--- config.mk ---
export PLATFORM = sky130hd
export DESIGN_NAME = txe_trace_line_top
export DESIGN_NICKNAME = d
export VERILOG_FILES = /design/src/hw/txe_pkg.sv /design/src/hw/txe_line_enc.sv /design/src/hw/txe_trace_line_top.sv
export SDC_FILE = /design/constraint.sdc
export NUM_CORES = 1
export LEC_CHECK = 0
export BUFFER_PORTS_ARGS = -buffer_cell sky130_fd_sc_hd__buf_2
export CAP_MARGIN = 20
export CORE_ASPECT_RATIO = 0.8
export CORE_MARGIN = 2
export CORE_UTILIZATION = 59
export CTS_BUF_LIST = sky130_fd_sc_hd__clkbuf_16
export CTS_CLUSTER_DIAMETER = 200
export CTS_CLUSTER_SIZE = 25
export DETAILED_ROUTE_END_ITERATION = 10
export GPL_TIMING_DRIVEN = 0
export PLACE_DENSITY_LB_ADDON = 0.08
export SETUP_SLACK_MARGIN = 0.15
export SYNTH_ARGS = -nofsm -noshare
export SYNTH_HDL_FRONTEND = slang
export SYNTH_SLANG_ARGS = --single-unit
export TNS_END_PERCENT = 20
--- constraint.sdc ---
create_clock -name CLK_SYS -period 2.67 [get_ports CLK_SYS]
set_clock_uncertainty 0.05 [all_clocks]
set_input_delay 0.6675 -clock CLK_SYS [delete_from_list [all_inputs] [get_ports CLK_SYS]]
set_output_delay 0.6675 -clock CLK_SYS [all_outputs]
set_load 0.02 [all_outputs]
--- src/hw/txe_pkg.sv ---
/*
 * constants, register indexes and carrier types for the transmit trace
 * inserter and line output block.
 * assumes nothing of its surroundings.
 */
`default_nettype none
package txe_pkg;
    // ----------------------------------------------------------------
    // register map (index; byte address is four times the index)
    // ----------------------------------------------------------------
    localparam int          APB_AW          = 12;
    localparam logic [9:0]  IDX_IO_CTRL     = 10'h001;
    localparam logic [9:0]  IDX_TRACE_FIRST = 10'h038;
    localparam logic [9:0]  IDX_TRACE_SECOND = 10'h039;
    localparam logic [9:0]  IDX_TRACE_LAST  = 10'h047;
    localparam logic [9:0]  IDX_STATUS      = 10'h050;
    localparam logic [1:0]  ADDR_ALIGN      = 2'h0;

    // ----------------------------------------------------------------
    // line_io_control fields
    // ----------------------------------------------------------------
    localparam logic [7:0]  IO_CTRL_RST     = 8'hA0;
    localparam logic [7:0]  IO_CTRL_WMASK   = 8'hBF;
    localparam int          BIT_EDGE_SEL    = 2;
    localparam int          BIT_UNIPOLAR    = 3;
    localparam int          BIT_AMI         = 4;

    // ----------------------------------------------------------------
    // trace super-frame
    // ----------------------------------------------------------------
    localparam int          TRACE_N         = 16;
    localparam logic [7:0]  TRACE_RST       = 8'h00;
    localparam logic [3:0]  TRACE_POS_FIRST = 4'h0;
    localparam logic [3:0]  TRACE_POS_LAST  = 4'hF;
    localparam logic [3:0]  TRACE_POS_STEP  = 4'h1;
    localparam logic [2:0]  TR_BIT_FIRST    = 3'h0;
    localparam logic [2:0]  TR_BIT_MSB      = 3'h7;
    localparam logic [2:0]  TR_BIT_STEP     = 3'h1;

    // ----------------------------------------------------------------
    // encoder
    // ----------------------------------------------------------------
    localparam int          LOOKAHEAD       = 4;

    // ----------------------------------------------------------------
    // carriers
    // ----------------------------------------------------------------
    typedef struct packed {
        logic start;
        logic tr;
        logic data;
    } txe_frm_t;

    typedef struct packed {
        logic d;
        logic st;
        logic v;
    } txe_sym_t;

    localparam txe_sym_t    SYM_IDLE        = 3'h0;
endpackage
`default_nettype wire

--- src/hw/txe_line_enc.sv ---
/*
 * line encoder: four-symbol look-ahead pipeline producing unipolar,
 * AMI or HDB3 rail levels, one symbol per line bit tick.
 * assumes tick is a one-cycle pulse on the system clock.
 */
`timescale 1ns/10ps
`default_nettype none
module txe_line_enc (
    input  wire logic              clk,
    input  wire logic              rst,
    input  wire logic              ce,
    input  wire logic              tick,
    input  wire txe_pkg::txe_sym_t sym_in,
    input  wire logic              unipolar,
    input  wire logic              ami,
    output logic                   pos_rail,
    output logic                   neg_rail
);
    localparam int LA = txe_pkg::LOOKAHEAD;

    txe_pkg::txe_sym_t pipe      [LA];
    txe_pkg::txe_sym_t next_pipe [LA];
    logic              [LA-1:0] zero;
    logic              last_pol;
    logic              parity;
    logic              next_last_pol;
    logic              next_parity;
    logic              next_pos;
    logic              next_neg;
    logic              head_mark;
    logic              head_pol;
    logic              subst;
    txe_pkg::txe_sym_t head;

    // ----------------------------------------------------------------
    // look-ahead pipeline
    // ----------------------------------------------------------------
    genvar g;
    generate
        for (g = 0; g < LA; g++) begin : g_pipe
            assign zero[g] = ~pipe[g].d & ~pipe[g].v;
            if (g == 0) begin : g_in
                assign next_pipe[g] = tick ? sym_in : pipe[g];
            end else if (g == 1) begin : g_mark
                // the fourth zero of a run becomes the violation
                always_comb begin
                    next_pipe[g] = tick ? pipe[g-1] : pipe[g];
                    if (tick && subst) begin
                        next_pipe[g].v = 1'b1;
                    end
                end
            end else begin : g_shift
                assign next_pipe[g] = tick ? pipe[g-1] : pipe[g];
            end
        end
    endgenerate

    // ----------------------------------------------------------------
    // symbol to rails
    // ----------------------------------------------------------------
    always_comb begin
        head      = pipe[LA-1];
        subst     = ~unipolar & ~ami & (&zero);
        // B of B00V only when pulses since the last V are even
        head_mark = head.d | head.v | (subst & ~parity);
        head_pol  = head.v ? last_pol : ~last_pol;
        next_last_pol = last_pol;
        next_parity   = parity;
        next_pos      = pos_rail;
        next_neg      = neg_rail;
        if (tick) begin
            if (unipolar) begin
                next_pos = head.d;
                next_neg = head.st;
            end else begin
                next_pos = head_mark & head_pol;
                next_neg = head_mark & ~head_pol;
                if (head_mark) begin
                    next_last_pol = head_pol;
                    next_parity   = head.v ? 1'b0 : ~parity;
                end
            end
        end
    end

    always_ff @(posedge clk) begin
        if (rst) begin
            for (int i = 0; i < LA; i++) begin
                pipe[i] <= txe_pkg::SYM_IDLE;
            end
            last_pol <= 1'b0;
            parity   <= 1'b0;
            pos_rail <= 1'b0;
            neg_rail <= 1'b0;
        end else if (ce) begin
            pipe     <= next_pipe;
            last_pol <= next_last_pol;
            parity   <= next_parity;
            pos_rail <= next_pos;
            neg_rail <= next_neg;
        end
    end
endmodule
`default_nettype wire

--- src/hw/txe_trace_line_top.sv ---
/*
 * transmit trace identifier inserter and transmit line output with an
 * APB register slave.
 * assumes the framer datapath runs on CLK_SYS, holds FRM_IN for the
 * current line bit and moves on after each BIT_REQ pulse; the line
 * reference clock arrives from outside and is synchronised here.
 */
// Implementation choice: the APB register port.
`timescale 1ns/10ps
`default_nettype none
module txe_trace_line_top (
    input  wire logic                        CLK_SYS,
    input  wire logic                        RST,
    input  wire logic                        CE,
    input  wire logic                        PSEL,
    input  wire logic                        PENABLE,
    input  wire logic                        PWRITE,
    input  wire logic [txe_pkg::APB_AW-1:0]  PADDR,
    input  wire logic [31:0]                 PWDATA,
    input  wire logic [3:0]                  PSTRB,
    output logic      [31:0]                 PRDATA,
    output logic                             PREADY,
    output logic                             PSLVERR,
    input  wire logic                        LINE_REF_CLK,
    input  wire txe_pkg::txe_frm_t           FRM_IN,
    output logic                             BIT_REQ,
    output logic      [7:0]                  TRACE_BYTE_FIELD,
    output logic                             LINE_CLOCK_OUT,
    output logic                             POS_RAIL_OUT,
    output logic                             NEG_RAIL_OUT
);
    // ----------------------------------------------------------------
    // register state
    // ----------------------------------------------------------------
    logic [7:0]  trace_id_byte      [txe_pkg::TRACE_N];
    logic [7:0]  next_trace_id_byte [txe_pkg::TRACE_N];
    logic [7:0]  line_io_control;
    logic [7:0]  next_line_io_control;
    logic [31:0] next_prdata;
    logic        next_pready;
    logic        next_pslverr;
    logic [9:0]  idx;
    logic [9:0]  trace_off;
    logic        is_trace;
    logic        mapped;
    logic        setup;
    logic        wr_take;
    logic [7:0]  status;

    // ----------------------------------------------------------------
    // line clock sampling and trace position state
    // ----------------------------------------------------------------
    logic        ref_s1;
    logic        ref_s2;
    logic        ref_s3;
    logic        tick;
    logic [3:0]  trace_pos;
    logic [3:0]  next_trace_pos;
    logic [2:0]  tr_bit;
    logic [2:0]  next_tr_bit;
    logic [7:0]  next_trace_byte;
    logic        line_bit;
    logic        start_take;
    txe_pkg::txe_sym_t enc_in;

    // ----------------------------------------------------------------
    // APB slave
    // ----------------------------------------------------------------
    always_comb begin
        idx       = PADDR[txe_pkg::APB_AW-1:2];
        trace_off = idx - txe_pkg::IDX_TRACE_FIRST;
        is_trace  = (idx >= txe_pkg::IDX_TRACE_FIRST) && (idx <= txe_pkg::IDX_TRACE_LAST);
        mapped    = (PADDR[1:0] == txe_pkg::ADDR_ALIGN)
                    && (is_trace || idx == txe_pkg::IDX_IO_CTRL || idx == txe_pkg::IDX_STATUS);
        setup     = PSEL && !PENABLE;
        wr_take   = PSEL && PENABLE && PREADY && PWRITE && !PSLVERR && PSTRB[0];
        status    = {2'h0, POS_RAIL_OUT, NEG_RAIL_OUT, trace_pos};
        next_pready  = setup;
        next_pslverr = setup && !mapped;
        next_prdata  = '0;
        if (setup && !PWRITE && mapped) begin
            if (is_trace) begin
                next_prdata[7:0] = trace_id_byte[trace_off[3:0]];
            end else if (idx == txe_pkg::IDX_IO_CTRL) begin
                next_prdata[7:0] = line_io_control & txe_pkg::IO_CTRL_WMASK;
            end else begin
                next_prdata[7:0] = status;
            end
        end
        next_line_io_control = line_io_control;
        for (int i = 0; i < txe_pkg::TRACE_N; i++) begin
            next_trace_id_byte[i] = trace_id_byte[i];
        end
        if (wr_take && is_trace) begin
            next_trace_id_byte[trace_off[3:0]] = PWDATA[7:0];
        end
        if (wr_take && idx == txe_pkg::IDX_IO_CTRL) begin
            next_line_io_control = PWDATA[7:0] & txe_pkg::IO_CTRL_WMASK;
        end
    end

    always_ff @(posedge CLK_SYS) begin
        if (RST) begin
            for (int i = 0; i < txe_pkg::TRACE_N; i++) begin
                trace_id_byte[i] <= txe_pkg::TRACE_RST;
            end
            line_io_control <= txe_pkg::IO_CTRL_RST;
            PRDATA          <= '0;
            PREADY          <= 1'b0;
            PSLVERR         <= 1'b0;
        end else if (CE) begin
            trace_id_byte   <= next_trace_id_byte;
            line_io_control <= next_line_io_control;
            PRDATA          <= next_prdata;
            PREADY          <= next_pready;
            PSLVERR         <= next_pslverr;
        end
    end

    // ----------------------------------------------------------------
    // line clock: synchronise, find the selected edge, echo it out
    // ----------------------------------------------------------------
    always_comb begin
        tick = line_io_control[txe_pkg::BIT_EDGE_SEL] ? (!ref_s2 && ref_s3)
                                                      : (ref_s2 && !ref_s3);
    end

    always_ff @(posedge CLK_SYS) begin
        if (RST) begin
            ref_s1         <= 1'b0;
            ref_s2         <= 1'b0;
            ref_s3         <= 1'b0;
            LINE_CLOCK_OUT <= 1'b0;
            BIT_REQ        <= 1'b0;
        end else if (CE) begin
            ref_s1         <= LINE_REF_CLK;
            ref_s2         <= ref_s1;
            ref_s3         <= ref_s2;
            LINE_CLOCK_OUT <= ref_s2;
            BIT_REQ        <= tick;
        end
    end

    // ----------------------------------------------------------------
    // trace byte insertion
    // ----------------------------------------------------------------
    always_comb begin
        start_take      = tick && FRM_IN.start;
        next_trace_pos  = trace_pos;
        next_trace_byte = TRACE_BYTE_FIELD;
        next_tr_bit     = tr_bit;
        if (start_take) begin
            next_trace_byte = trace_id_byte[trace_pos];
            next_tr_bit     = txe_pkg::TR_BIT_FIRST;
            if (trace_pos == txe_pkg::TRACE_POS_LAST) begin
                next_trace_pos = txe_pkg::TRACE_POS_FIRST;
            end else begin
                next_trace_pos = trace_pos + txe_pkg::TRACE_POS_STEP;
            end
        end else if (tick && FRM_IN.tr) begin
            next_tr_bit = tr_bit + txe_pkg::TR_BIT_STEP;
        end
        // trace byte goes out most significant bit first
        line_bit = FRM_IN.tr ? TRACE_BYTE_FIELD[txe_pkg::TR_BIT_MSB - tr_bit]
                             : FRM_IN.data;
        enc_in   = '{d: line_bit, st: FRM_IN.start, v: 1'b0};
    end

    always_ff @(posedge CLK_SYS) begin
        if (RST) begin
            trace_pos        <= txe_pkg::TRACE_POS_FIRST;
            TRACE_BYTE_FIELD <= txe_pkg::TRACE_RST;
            tr_bit           <= txe_pkg::TR_BIT_FIRST;
        end else if (CE) begin
            trace_pos        <= next_trace_pos;
            TRACE_BYTE_FIELD <= next_trace_byte;
            tr_bit           <= next_tr_bit;
        end
    end

    // ----------------------------------------------------------------
    // line encoder
    // ----------------------------------------------------------------
    txe_line_enc u_enc (
        .clk      (CLK_SYS),
        .rst      (RST),
        .ce       (CE),
        .tick     (tick),
        .sym_in   (enc_in),
        .unipolar (line_io_control[txe_pkg::BIT_UNIPOLAR]),
        .ami      (line_io_control[txe_pkg::BIT_AMI]),
        .pos_rail (POS_RAIL_OUT),
        .neg_rail (NEG_RAIL_OUT)
    );
endmodule
`default_nettype wire

==> impl_results.html, run 1 <==
<table>
<tr><th>Metric</th><th>Value</th></tr>
<tr><th colspan="2">Logic synthesis</th></tr>
<tr><td>Count of different cell masters after synthesis</td><td>60</td></tr>
<tr><td>Number of storage elements in the synthesis netlist</td><td>around 180</td></tr>
<tr><td>Fraction of post-synthesis cell area in the top cell type by area</td><td>between 30% and 40%</td></tr>
<tr><td>Mapped Area</td><td>9330 um2</td></tr>
<tr><td>Yosys Warn Count</td><td>0</td></tr>
<tr><td>Compound-cell area share of the yosys netlist</td><td>8.48%</td></tr>
<tr><td>Asr flop ratio synth</td><td>0%</td></tr>
<tr><td>Synthesized-area fraction occupied by xor and xnor cells</td><td>less than 1%</td></tr>
<tr><td>Ys flop type</td><td>dfxtp_1</td></tr>
<tr><td>Cell types occupying the most area after synthesis</td><td>dfxtp_1 (38%), mux2i_1 (15%), mux4_2 (14%)</td></tr>
<tr><td>Dominant combinational cell family by area after synthesis</td><td>multiplexers</td></tr>
<tr><td>Share of synthesized area spent on multiplexers</td><td>32.7%</td></tr>
<tr><td>Post-synth EDFFs</td><td>0</td></tr>
<tr><td>Count of mapped cells out of synthesis</td><td>between 800 and 900</td></tr>
<tr><td>Cell type with the largest total area after synthesis</td><td>dfxtp_1</td></tr>
<tr><td>Part of the Yosys area used for sequential elements</td><td>38.4%</td></tr>
<tr><td>Average cell area after synthesis</td><td>10.8 um2</td></tr>
<tr><td>Most frequent cells after synthesis</td><td>dfxtp_1 (179), nor2_1 (153), mux2i_1 (141), mux4_2 (60), nand2_1 (45)</td></tr>
<tr><td>Fraction of the mapped netlist area in simple logic gates</td><td>a little over an eighth</td></tr>
<tr><td>Most frequently used cell type in the post-synthesis netlist</td><td>dfxtp_1</td></tr>
<tr><td>Synth Area in Adders</td><td>less than 1%</td></tr>
<tr><th colspan="2">GRT</th></tr>
<tr><td>First-pass GRT wire length</td><td>41500 um</td></tr>
<tr><td>Antenna violations before repair</td><td>0</td></tr>
<tr><td>Number of global-route vias before repair</td><td>just over 7000</td></tr>
<tr><td>Total routing resource utilization after global routing</td><td>between 30% and 40%</td></tr>
<tr><td>Pin count of the biggest net entering global routing</td><td>17</td></tr>
<tr><td>Global route total overflow</td><td>0</td></tr>
<tr><th colspan="2">Run</th></tr>
<tr><td>Max-Cap Viols</td><td>0</td></tr>
<tr><th colspan="2">Critical path</th></tr>
<tr><td>CP Data Required Time</td><td>2.94 ns</td></tr>
<tr><td>R2r endpoint</td><td>TRACE_BYTE_FIELD[7]</td></tr>
<tr><td>Largest delay share family, worst path</td><td>compound AO/OA/AOI/OAI gates</td></tr>
<tr><td>Largest driver fanout on the critical path</td><td>10</td></tr>
<tr><td>Reg2reg setup slack</td><td>~0.24 ns</td></tr>
<tr><td>Endpoint type of the worst setup path</td><td>flip-flop</td></tr>
<tr><td>Cell count of the worst reg-to-reg path</td><td>6</td></tr>
<tr><td>CP arrival</td><td>between 2 and 3 ns</td></tr>
<tr><td>Critical Path Stages</td><td>6</td></tr>
<tr><td>Number of buffer and inverter stages on the critical path</td><td>2</td></tr>
<tr><td>Cell chain of the critical path</td><td>clkbuf_4, buf_4, mux4_2, a22o_1, a221oi_2, o21ai_1</td></tr>
<tr><td>WS Path Type</td><td>flip-flop to flip-flop</td></tr>
<tr><td>Reg2reg start</td><td>trace_pos[0]</td></tr>
<tr><td>CP max stage cell</td><td>mux4_2</td></tr>
<tr><td>Stage delay of the slowest cell on the critical path</td><td>a little under 0.6 ns</td></tr>
<tr><td>Critical path launch point type</td><td>flip-flop</td></tr>
<tr><th colspan="2">Floorplan</th></tr>
<tr><td>Horizontal extent of the die</td><td>between 100 and 150 um</td></tr>
<tr><td>Placeable core area</td><td>15600 um2</td></tr>
<tr><td>IO Count</td><td>around 100</td></tr>
<tr><td>Effective utilization at floorplan</td><td>roughly 60%</td></tr>
<tr><td>Full die area</td><td>16800 um2</td></tr>
<tr><td>FP Rows</td><td>a little over 40</td></tr>
<tr><td>Die Height</td><td>around 120 um</td></tr>
<tr><th colspan="2">Power</th></tr>
<tr><td>Proportion of power drawn by combinational gates</td><td>under 10%</td></tr>
<tr><td>Net switching fraction of the power</td><td>24.7%</td></tr>
<tr><td>Power Density</td><td>roughly 530 nW/um2</td></tr>
<tr><td>Int Power</td><td>approximately 4.2 mW</td></tr>
<tr><td>Share of total power in sequential cells</td><td>about half</td></tr>
<tr><td>Overall power after layout</td><td>roughly 5.6 mW</td></tr>
<tr><td>Reported leakage power</td><td>~5 nW</td></tr>
<tr><td>Peak ir drop on the vdd network</td><td>0.455 mV</td></tr>
<tr><td>Share of total power in the clock network</td><td>between 40 and 50%</td></tr>
<tr><td>NetSw</td><td>around 1.4 mW</td></tr>
<tr><th colspan="2">STA</th></tr>
<tr><td>Worst hold slack</td><td>0.409 ns</td></tr>
<tr><td>Total count of hold-check failures in the final report</td><td>0</td></tr>
<tr><td>Fin. max-slew vios</td><td>0</td></tr>
<tr><td>Final setup violation count</td><td>0</td></tr>
<tr><td>Time the final worst path needs with I/O delays and setup</td><td>2.43 ns</td></tr>
<tr><td>Maximum operating frequency</td><td>approximately 0.41 GHz</td></tr>
<tr><td>Crit share post-route</td><td>about nine tenths</td></tr>
<tr><td>Measured slew at the worst slew-check pin</td><td>between 0.9 and 1 ns</td></tr>
<tr><td>Worst max-slew margin expressed relative to the limit</td><td>37.4%</td></tr>
<tr><td>Setup repair after global routing missed its margin</td><td>false</td></tr>
<tr><th colspan="2">Cells and area</th></tr>
<tr><td>FF/Latch Area</td><td>about 3600 um2</td></tr>
<tr><td>Post-layout nets</td><td>1008</td></tr>
<tr><td>Total inserted antenna cells</td><td>0</td></tr>
<tr><td>Area delta synth-&gt;final</td><td>12.7%</td></tr>
<tr><td>Proportion of layout cells with a drive suffix above 1</td><td>about 22%</td></tr>
<tr><td>Multi-input logic area</td><td>5230 um2</td></tr>
<tr><td>Filler cell count in the final layout</td><td>1238</td></tr>
<tr><th colspan="2">Worst hold path</th></tr>
<tr><td>Worst Hold Path Cells</td><td>2</td></tr>
<tr><td>Worst hold path class</td><td>flip-flop to flip-flop</td></tr>
<tr><td>Min-Delay Endpoint</td><td>u_enc.head[1]</td></tr>
<tr><td>Worst Hold Launch</td><td>u_enc.pipe[4]</td></tr>
<tr><th colspan="2">Clock network</th></tr>
<tr><td>Num CTS Buffers</td><td>17</td></tr>
<tr><td>Clock-pin transition on the worst setup and hold timing paths</td><td>0.07 ns</td></tr>
<tr><td>TritonCTS clock tree</td><td>done</td></tr>
<tr><td>Clock latency at the later pin of the worst-skew pair</td><td>between 0.4 and 0.5 ns</td></tr>
<tr><td>CTS H-Tree Depth</td><td>4</td></tr>
<tr><td>Post-CTS Setup Inserts</td><td>0</td></tr>
<tr><td>Maximum buffer depth of the clock tree</td><td>2</td></tr>
<tr><td>Clock sinks</td><td>roughly 180</td></tr>
<tr><td>CTS Root Buffer Type</td><td>clkbuf_16</td></tr>
<tr><th colspan="2">Detailed routing</th></tr>
<tr><td>Drt first pass iters</td><td>5</td></tr>
<tr><td>Initial detailed-routing violation count</td><td>728</td></tr>
<tr><td>Via count</td><td>approximately 7400</td></tr>
<tr><td>Routed wirelength normalized by instance count</td><td>23.3 um</td></tr>
<tr><td>Total wire length</td><td>roughly 27000 um</td></tr>
<tr><td>Remaining design rule violation count</td><td>0</td></tr>
<tr><td>Antenna Nets Post-Route</td><td>0</td></tr>
<tr><td>Via/cell ratio</td><td>around 6.3</td></tr>
<tr><th colspan="2">Placed design</th></tr>
<tr><td>HPWL reported at the end of detailed placement</td><td>roughly 20000 um</td></tr>
<tr><td>Routability-driven placement congestion ratio</td><td>a little over 1</td></tr>
<tr><td>Count of buffers from port buffering</td><td>43</td></tr>
<tr><th colspan="2">Status</th></tr>
<tr><td>Run status</td><td>finished clean</td></tr>
</table>
[cells by family after synthesis]
logic type / after synthesis
AOI/OAI and AO/OA: 100
xor gates and xnor gates: 4
adders and majority gates: 2
buffers and inverters: 95
DFF: 179
muxes: 212
other: 1
and+or+nand+nor: 270
[tightest hold or removal path: cells and delay by family, from the launching register on]
kind            cells  cell delay (ns)
simple gates        1             0.05
flops               1             0.31
compound gates      1             0.05
[power by group through the flow]
stage | combinational, mW | sequential [mW] | clock [mW]
finish | 0.369 | 2.68 | 2.51
CTS | 0.364 | 2.68 | 2.51
floorplan | 0.251 | 2.74 | 0
global route | 0.392 | 2.68 | 2.63
detailed placement | 0.363 | 2.74 | 0
global placement | 0.356 | 2.74 | 0
[area by class of cell]
cell class	instances	area share (%)
inverter	1	0.0357
tap	215	2.56
clock buffer	17	4.05
multi-input combinational	612	49.7
sequential	179	34.1
buffer	94	6.01
clock inverter	15	1.50
timing repair buffer	43	2.05
[metrics by stage]
| step | setup slack, ns | util [%] | cell area [um2] | cells | TNS, ns |
|---|---|---|---|---|---|
| after floorplan | 0.288 | - | 9420 | 886 | 0 |
| after global placement | -0.178 | 63.5 | 9900 | 1144 | -1.80 |
| after detailed placement | -0.168 | 63.5 | 9900 | 1144 | -5.42 |
| after CTS | 0.0376 | 67.3 | 10500 | 1176 | 0 |
| after global routing | 0.163 | 67.4 | 10500 | 1176 | 0 |
| final | 0.240 | 67.4 | 10500 | 1176 | 0 |
[sequential cells by signal (all words and copies together), names as in the netlist, 3 cells and up]
signal	flops
line_io_control	7
TRACE_BYTE_FIELD	8
u_enc.pipe	8
trace_id_byte	128
tr_bit	3
trace_pos	4
PRDATA	8
u_enc.head	3
[how the worst max path moves through the flow]
| stage | slack [ns] | to | start |
|---|---|---|---|
| final | 0.24 | TRACE_BYTE_FIELD[7] | trace_pos[0] |
| after global placement | -0.18 | TRACE_BYTE_FIELD[7] | trace_pos[0] |
| after detailed placement | -0.17 | TRACE_BYTE_FIELD[7] | trace_pos[0] |
| after floorplan | 0.29 | PRDATA[0] | PADDR[2] |
| after CTS | 0.04 | TRACE_BYTE_FIELD[6] | trace_pos[1] |
| after global routing | 0.16 | TRACE_BYTE_FIELD[5] | trace_pos[0] |
[per-layer routing]
metal	wire length, um	vias up	GRT usage, %
li1	-	3292	-
met1	11400	3650	45.7
met2	12400	409	52.5
met3	2710	66	8.49
met4	911	0	13.7
met5	0	-	0
[cell usage in the layout (no fill, tap or decap), drive strengths merged, types with 19 or more instances in the layout]
master	instances
dfxtp	179
nor2	155
mux2i	141
buf	90
mux4	71
clkbuf	64
nand2	45
conb	24
a21oi	23
nor3	19
o211ai	19
[timing repair]
item / 4_1_cts / 5_1_grt
hold buffers: 0 / 0
setup endpoints to repair: 8 / 5
endpoints found under the hold margin: 0 / 0
resized for setup: 5 / 3
Note: power is estimated with default switching activity, not from simulation.
==> run 2, diff against run 1 <==
--- a/config.mk
+++ b/config.mk
@@ -16,6 +16,7 @@
 export DETAILED_ROUTE_END_ITERATION = 10
 export GPL_TIMING_DRIVEN = 0
 export PLACE_DENSITY_LB_ADDON = 0.08
+export RECOVER_POWER = 50
 export SETUP_SLACK_MARGIN = 0.15
 export SYNTH_ARGS = -nofsm -noshare
 export SYNTH_HDL_FRONTEND = slang
==> impl_results.html, run 2 (same netlist as run 1, synthesis figures left out) <==
<table>
<tr><th>Metric</th><th>Value</th></tr>
<tr><th colspan="2">Status</th></tr>
<tr><td>Run status</td><td>finished clean (unchanged)</td></tr>
<tr><th colspan="2">Critical path</th></tr>
<tr><td>Reg2reg setup slack</td><td>0.24 ns (about the same)</td></tr>
<tr><td>Largest driver fanout on the critical path</td><td>10 (unchanged)</td></tr>
<tr><td>Reg2reg start</td><td>trace_pos[0] (unchanged)</td></tr>
<tr><td>R2r endpoint</td><td>TRACE_BYTE_FIELD[7] (unchanged)</td></tr>
<tr><td>Endpoint type of the worst setup path</td><td>flip-flop (unchanged)</td></tr>
<tr><td>Critical path launch point type</td><td>input port (was flip-flop)</td></tr>
<tr><td>Number of buffer and inverter stages on the critical path</td><td>2 (unchanged)</td></tr>
<tr><td>WS Path Type</td><td>input port to flip-flop (was flip-flop to flip-flop)</td></tr>
<tr><td>Largest delay share family, worst path</td><td>compound AO/OA/AOI/OAI gates (unchanged)</td></tr>
<tr><td>CP Data Required Time</td><td>2.95 ns (was 2.94 ns)</td></tr>
<tr><td>CP arrival</td><td>2.75 ns (was 2.70 ns)</td></tr>
<tr><td>Cell chain of the critical path</td><td>buf_6, clkbuf_2, mux4_2, a2111oi_0, a311oi_1, a22o_1 (was clkbuf_4, buf_4, mux4_2, a22o_1, a221oi_2, o21ai_1)</td></tr>
<tr><td>Stage delay of the slowest cell on the critical path</td><td>0.61 ns (was 0.59 ns)</td></tr>
<tr><td>Cell count of the worst reg-to-reg path</td><td>6 (unchanged)</td></tr>
<tr><td>CP max stage cell</td><td>a2111oi_0 (was mux4_2)</td></tr>
<tr><th colspan="2">STA</th></tr>
<tr><td>Final setup violation count</td><td>0 (unchanged)</td></tr>
<tr><td>Maximum operating frequency</td><td>0.405 GHz (was 0.411 GHz)</td></tr>
<tr><td>Crit share post-route</td><td>92.6% (was 91.0%)</td></tr>
<tr><td>Setup ws final</td><td>0.199 ns (was 0.240 ns)</td></tr>
<tr><td>Setup repair after global routing missed its margin</td><td>false (unchanged)</td></tr>
<tr><td>Worst max-slew margin expressed relative to the limit</td><td>37.8% (was 37.4%)</td></tr>
<tr><td>Fin. max-slew vios</td><td>0 (unchanged)</td></tr>
<tr><td>Measured slew at the worst slew-check pin</td><td>0.929 ns (was 0.935 ns)</td></tr>
<tr><td>Time the final worst path needs with I/O delays and setup</td><td>2.47 ns (was 2.43 ns)</td></tr>
<tr><td>Total count of hold-check failures in the final report</td><td>0 (unchanged)</td></tr>
<tr><th colspan="2">Floorplan</th></tr>
<tr><td>Die Height</td><td>116 um (unchanged)</td></tr>
<tr><td>IO Count</td><td>104 (unchanged)</td></tr>
<tr><td>Full die area</td><td>16800 um2 (unchanged)</td></tr>
<tr><td>Horizontal extent of the die</td><td>145 um (unchanged)</td></tr>
<tr><td>Placeable core area</td><td>15600 um2 (unchanged)</td></tr>
<tr><td>Effective utilization at floorplan</td><td>59.8% (unchanged)</td></tr>
<tr><td>FP Rows</td><td>41 (unchanged)</td></tr>
<tr><th colspan="2">Worst hold path</th></tr>
<tr><td>Worst Hold Launch</td><td>u_enc.pipe[4] (unchanged)</td></tr>
<tr><td>Min-Delay Endpoint</td><td>u_enc.head[1] (unchanged)</td></tr>
<tr><td>Worst hold path class</td><td>flip-flop to flip-flop (unchanged)</td></tr>
<tr><td>Worst Hold Path Cells</td><td>2 (unchanged)</td></tr>
<tr><th colspan="2">Placed design</th></tr>
<tr><td>HPWL reported at the end of detailed placement</td><td>19900 um (unchanged)</td></tr>
<tr><td>Pre-CTS setup slack</td><td>-0.168 ns (unchanged)</td></tr>
<tr><td>Routability-driven placement congestion ratio</td><td>1.03 (unchanged)</td></tr>
<tr><td>Count of buffers from port buffering</td><td>43 (unchanged)</td></tr>
<tr><td>Post-detailed-placement cell area</td><td>9900 um2 (unchanged)</td></tr>
<tr><th colspan="2">Cells and area</th></tr>
<tr><td>Filler cell count in the final layout</td><td>1258 (was 1238)</td></tr>
<tr><td>Total inserted antenna cells</td><td>0 (unchanged)</td></tr>
<tr><td>Area delta synth-&gt;final</td><td>11.9% (was 12.7%)</td></tr>
<tr><td>Most frequent standard cell in the layout excluding fill and tap cells</td><td>dfxtp_1 (unchanged)</td></tr>
<tr><td>Largest register by flop count</td><td>trace_id_byte (unchanged)</td></tr>
<tr><td>Most frequent cells in the layout</td><td>dfxtp_1 (179), nor2_1 (153), mux2i_1 (141) (unchanged)</td></tr>
<tr><td>Proportion of layout cells with a drive suffix above 1</td><td>19.3% (was 22.2%)</td></tr>
<tr><td>Final instance area</td><td>10400 um2 (was 10500 um2)</td></tr>
<tr><td>Flip-flop count of the largest register, all copies and words added</td><td>128 (unchanged)</td></tr>
<tr><td>Post-layout nets</td><td>1008 (unchanged)</td></tr>
<tr><th colspan="2">Detailed routing</th></tr>
<tr><td>Drt first pass iters</td><td>5 (unchanged)</td></tr>
<tr><td>Remaining design rule violation count</td><td>0 (unchanged)</td></tr>
<tr><td>Total wire length</td><td>27400 um (about the same)</td></tr>
<tr><td>Antenna Nets Post-Route</td><td>0 (unchanged)</td></tr>
<tr><td>Initial detailed-routing violation count</td><td>778 (was 728)</td></tr>
<tr><td>Via count</td><td>7405 (was 7417)</td></tr>
<tr><td>Routed wirelength normalized by instance count</td><td>23.3 um (about the same)</td></tr>
<tr><td>Via/cell ratio</td><td>6.30 (was 6.31)</td></tr>
<tr><th colspan="2">GRT</th></tr>
<tr><td>Antenna violations before repair</td><td>0 (unchanged)</td></tr>
<tr><td>First-pass GRT wire length</td><td>41500 um (unchanged)</td></tr>
<tr><td>Global route total overflow</td><td>0 (unchanged)</td></tr>
<tr><td>Number of global-route vias before repair</td><td>7108 (unchanged)</td></tr>
<tr><td>Total routing resource utilization after global routing</td><td>33.8% (unchanged)</td></tr>
<tr><td>Pin count of the biggest net entering global routing</td><td>17 (unchanged)</td></tr>
<tr><th colspan="2">Clock network</th></tr>
<tr><td>Clock-pin transition on the worst setup and hold timing paths</td><td>0.07 ns (about the same)</td></tr>
<tr><td>Maximum buffer depth of the clock tree</td><td>2 (unchanged)</td></tr>
<tr><td>Clock sinks</td><td>179 (unchanged)</td></tr>
<tr><td>Post-CTS Hold Fix Bufs</td><td>0 (unchanged)</td></tr>
<tr><td>CTS H-Tree Depth</td><td>4 (unchanged)</td></tr>
<tr><td>CTS Root Buffer Type</td><td>clkbuf_16 (unchanged)</td></tr>
<tr><td>TritonCTS clock tree</td><td>done (unchanged)</td></tr>
<tr><td>Clock latency at the later pin of the worst-skew pair</td><td>0.44 ns (about the same)</td></tr>
<tr><td>Num CTS Buffers</td><td>17 (unchanged)</td></tr>
<tr><th colspan="2">Run</th></tr>
<tr><td>Max-Cap Viols</td><td>0 (unchanged)</td></tr>
<tr><th colspan="2">Power</th></tr>
<tr><td>Power Density</td><td>532 nW/um2 (was 529 nW/um2)</td></tr>
<tr><td>Overall power after layout</td><td>5.55 mW (was 5.56 mW)</td></tr>
<tr><td>Reported leakage power</td><td>4.84 nW (was 4.95 nW)</td></tr>
<tr><td>Peak ir drop on the vdd network</td><td>0.452 mV (was 0.455 mV)</td></tr>
</table>
-- run 2: cell types whose count changed in the layout (fill, tap and decap cells not counted), moves of 2 or more --
cell | previous run | this run
a21boi_0 | 0 | 2
buf_2 | 52 | 26
a21boi_1 | 2 | 0
o21ai_1 | 11 | 9
clkbuf_1 | 39 | 65
o21ai_0 | 0 | 2
clkbuf_2 | 1 | 3
-- run 2: area by class of cell --
class / instances / area (um2) / share of cell area (%)
Buffer: 94 / 608 / 5.82
Clock buffer: 17 / 425 / 4.07
Clock inverter: 15 / 158 / 1.51
Inverter: 1 / 3.75 / 0.0359
Multi-Input combinational cell: 612 / 5210 / 49.9
Sequential cell: 179 / 3580 / 34.3
Tap cell: 215 / 269 / 2.58
Timing Repair Buffer: 43 / 185 / 1.77
-- run 2: worst min-delay path, stage by stage, from the launching register on --
cell and delay (ns):
dfxtp_1 0.31, nand2_1 0.05, a21oi_1 0.05
-- run 2: worst max path at each step --
stage,start,to,depth (start not counted)
after detailed placement,trace_pos[0],TRACE_BYTE_FIELD[7],6
after global routing,PADDR[2],line_io_control[7],7
after floorplan,PADDR[2],PRDATA[0],7
after CTS,trace_pos[1],TRACE_BYTE_FIELD[6],5
final,PADDR[2],PRDATA[5],6
after global placement,trace_pos[0],TRACE_BYTE_FIELD[7],6
-- run 2: what timing repair did --
action / CTS / global route
setup buffers: 0 / 0
endpoints found under the setup margin: 8 / 5
gates resized for setup: 5 / 3
-- run 2: stage by stage --
stage	hold WS (ns)	TNS, ns	util, %	instances
2_1_floorplan	0.382	0	-	886
3_3_place_gp	0.392	-1.80	63.5	1144
3_5_place_dp	0.405	-5.42	63.5	1144
4_1_cts	0.414	0	67.3	1176
5_1_grt	0.422	0	67.0	1176
6_report	0.409	0	67.0	1176
-- run 2: power breakdown --
group	switching [mW]	internal, mW	total, mW
logic	0.245	0.120	0.365
clock network	1.12	1.39	2.51
registers	0.00543	2.67	2.68
-- run 2: routing by layer --
| layer | GRT usage, % | part of all wire [%] | wire length (um) | vias to the layer above |
|---|---|---|---|---|
| met5 | 0 | 0 | 0 | - |
| met4 | 13.7 | 3.4 | 923 | 0 |
| met3 | 8.49 | 9.4 | 2570 | 71 |
| met2 | 52.5 | 45 | 12400 | 414 |
| met1 | 45.7 | 42 | 11600 | 3620 |
| li1 | - | - | - | 3300 |
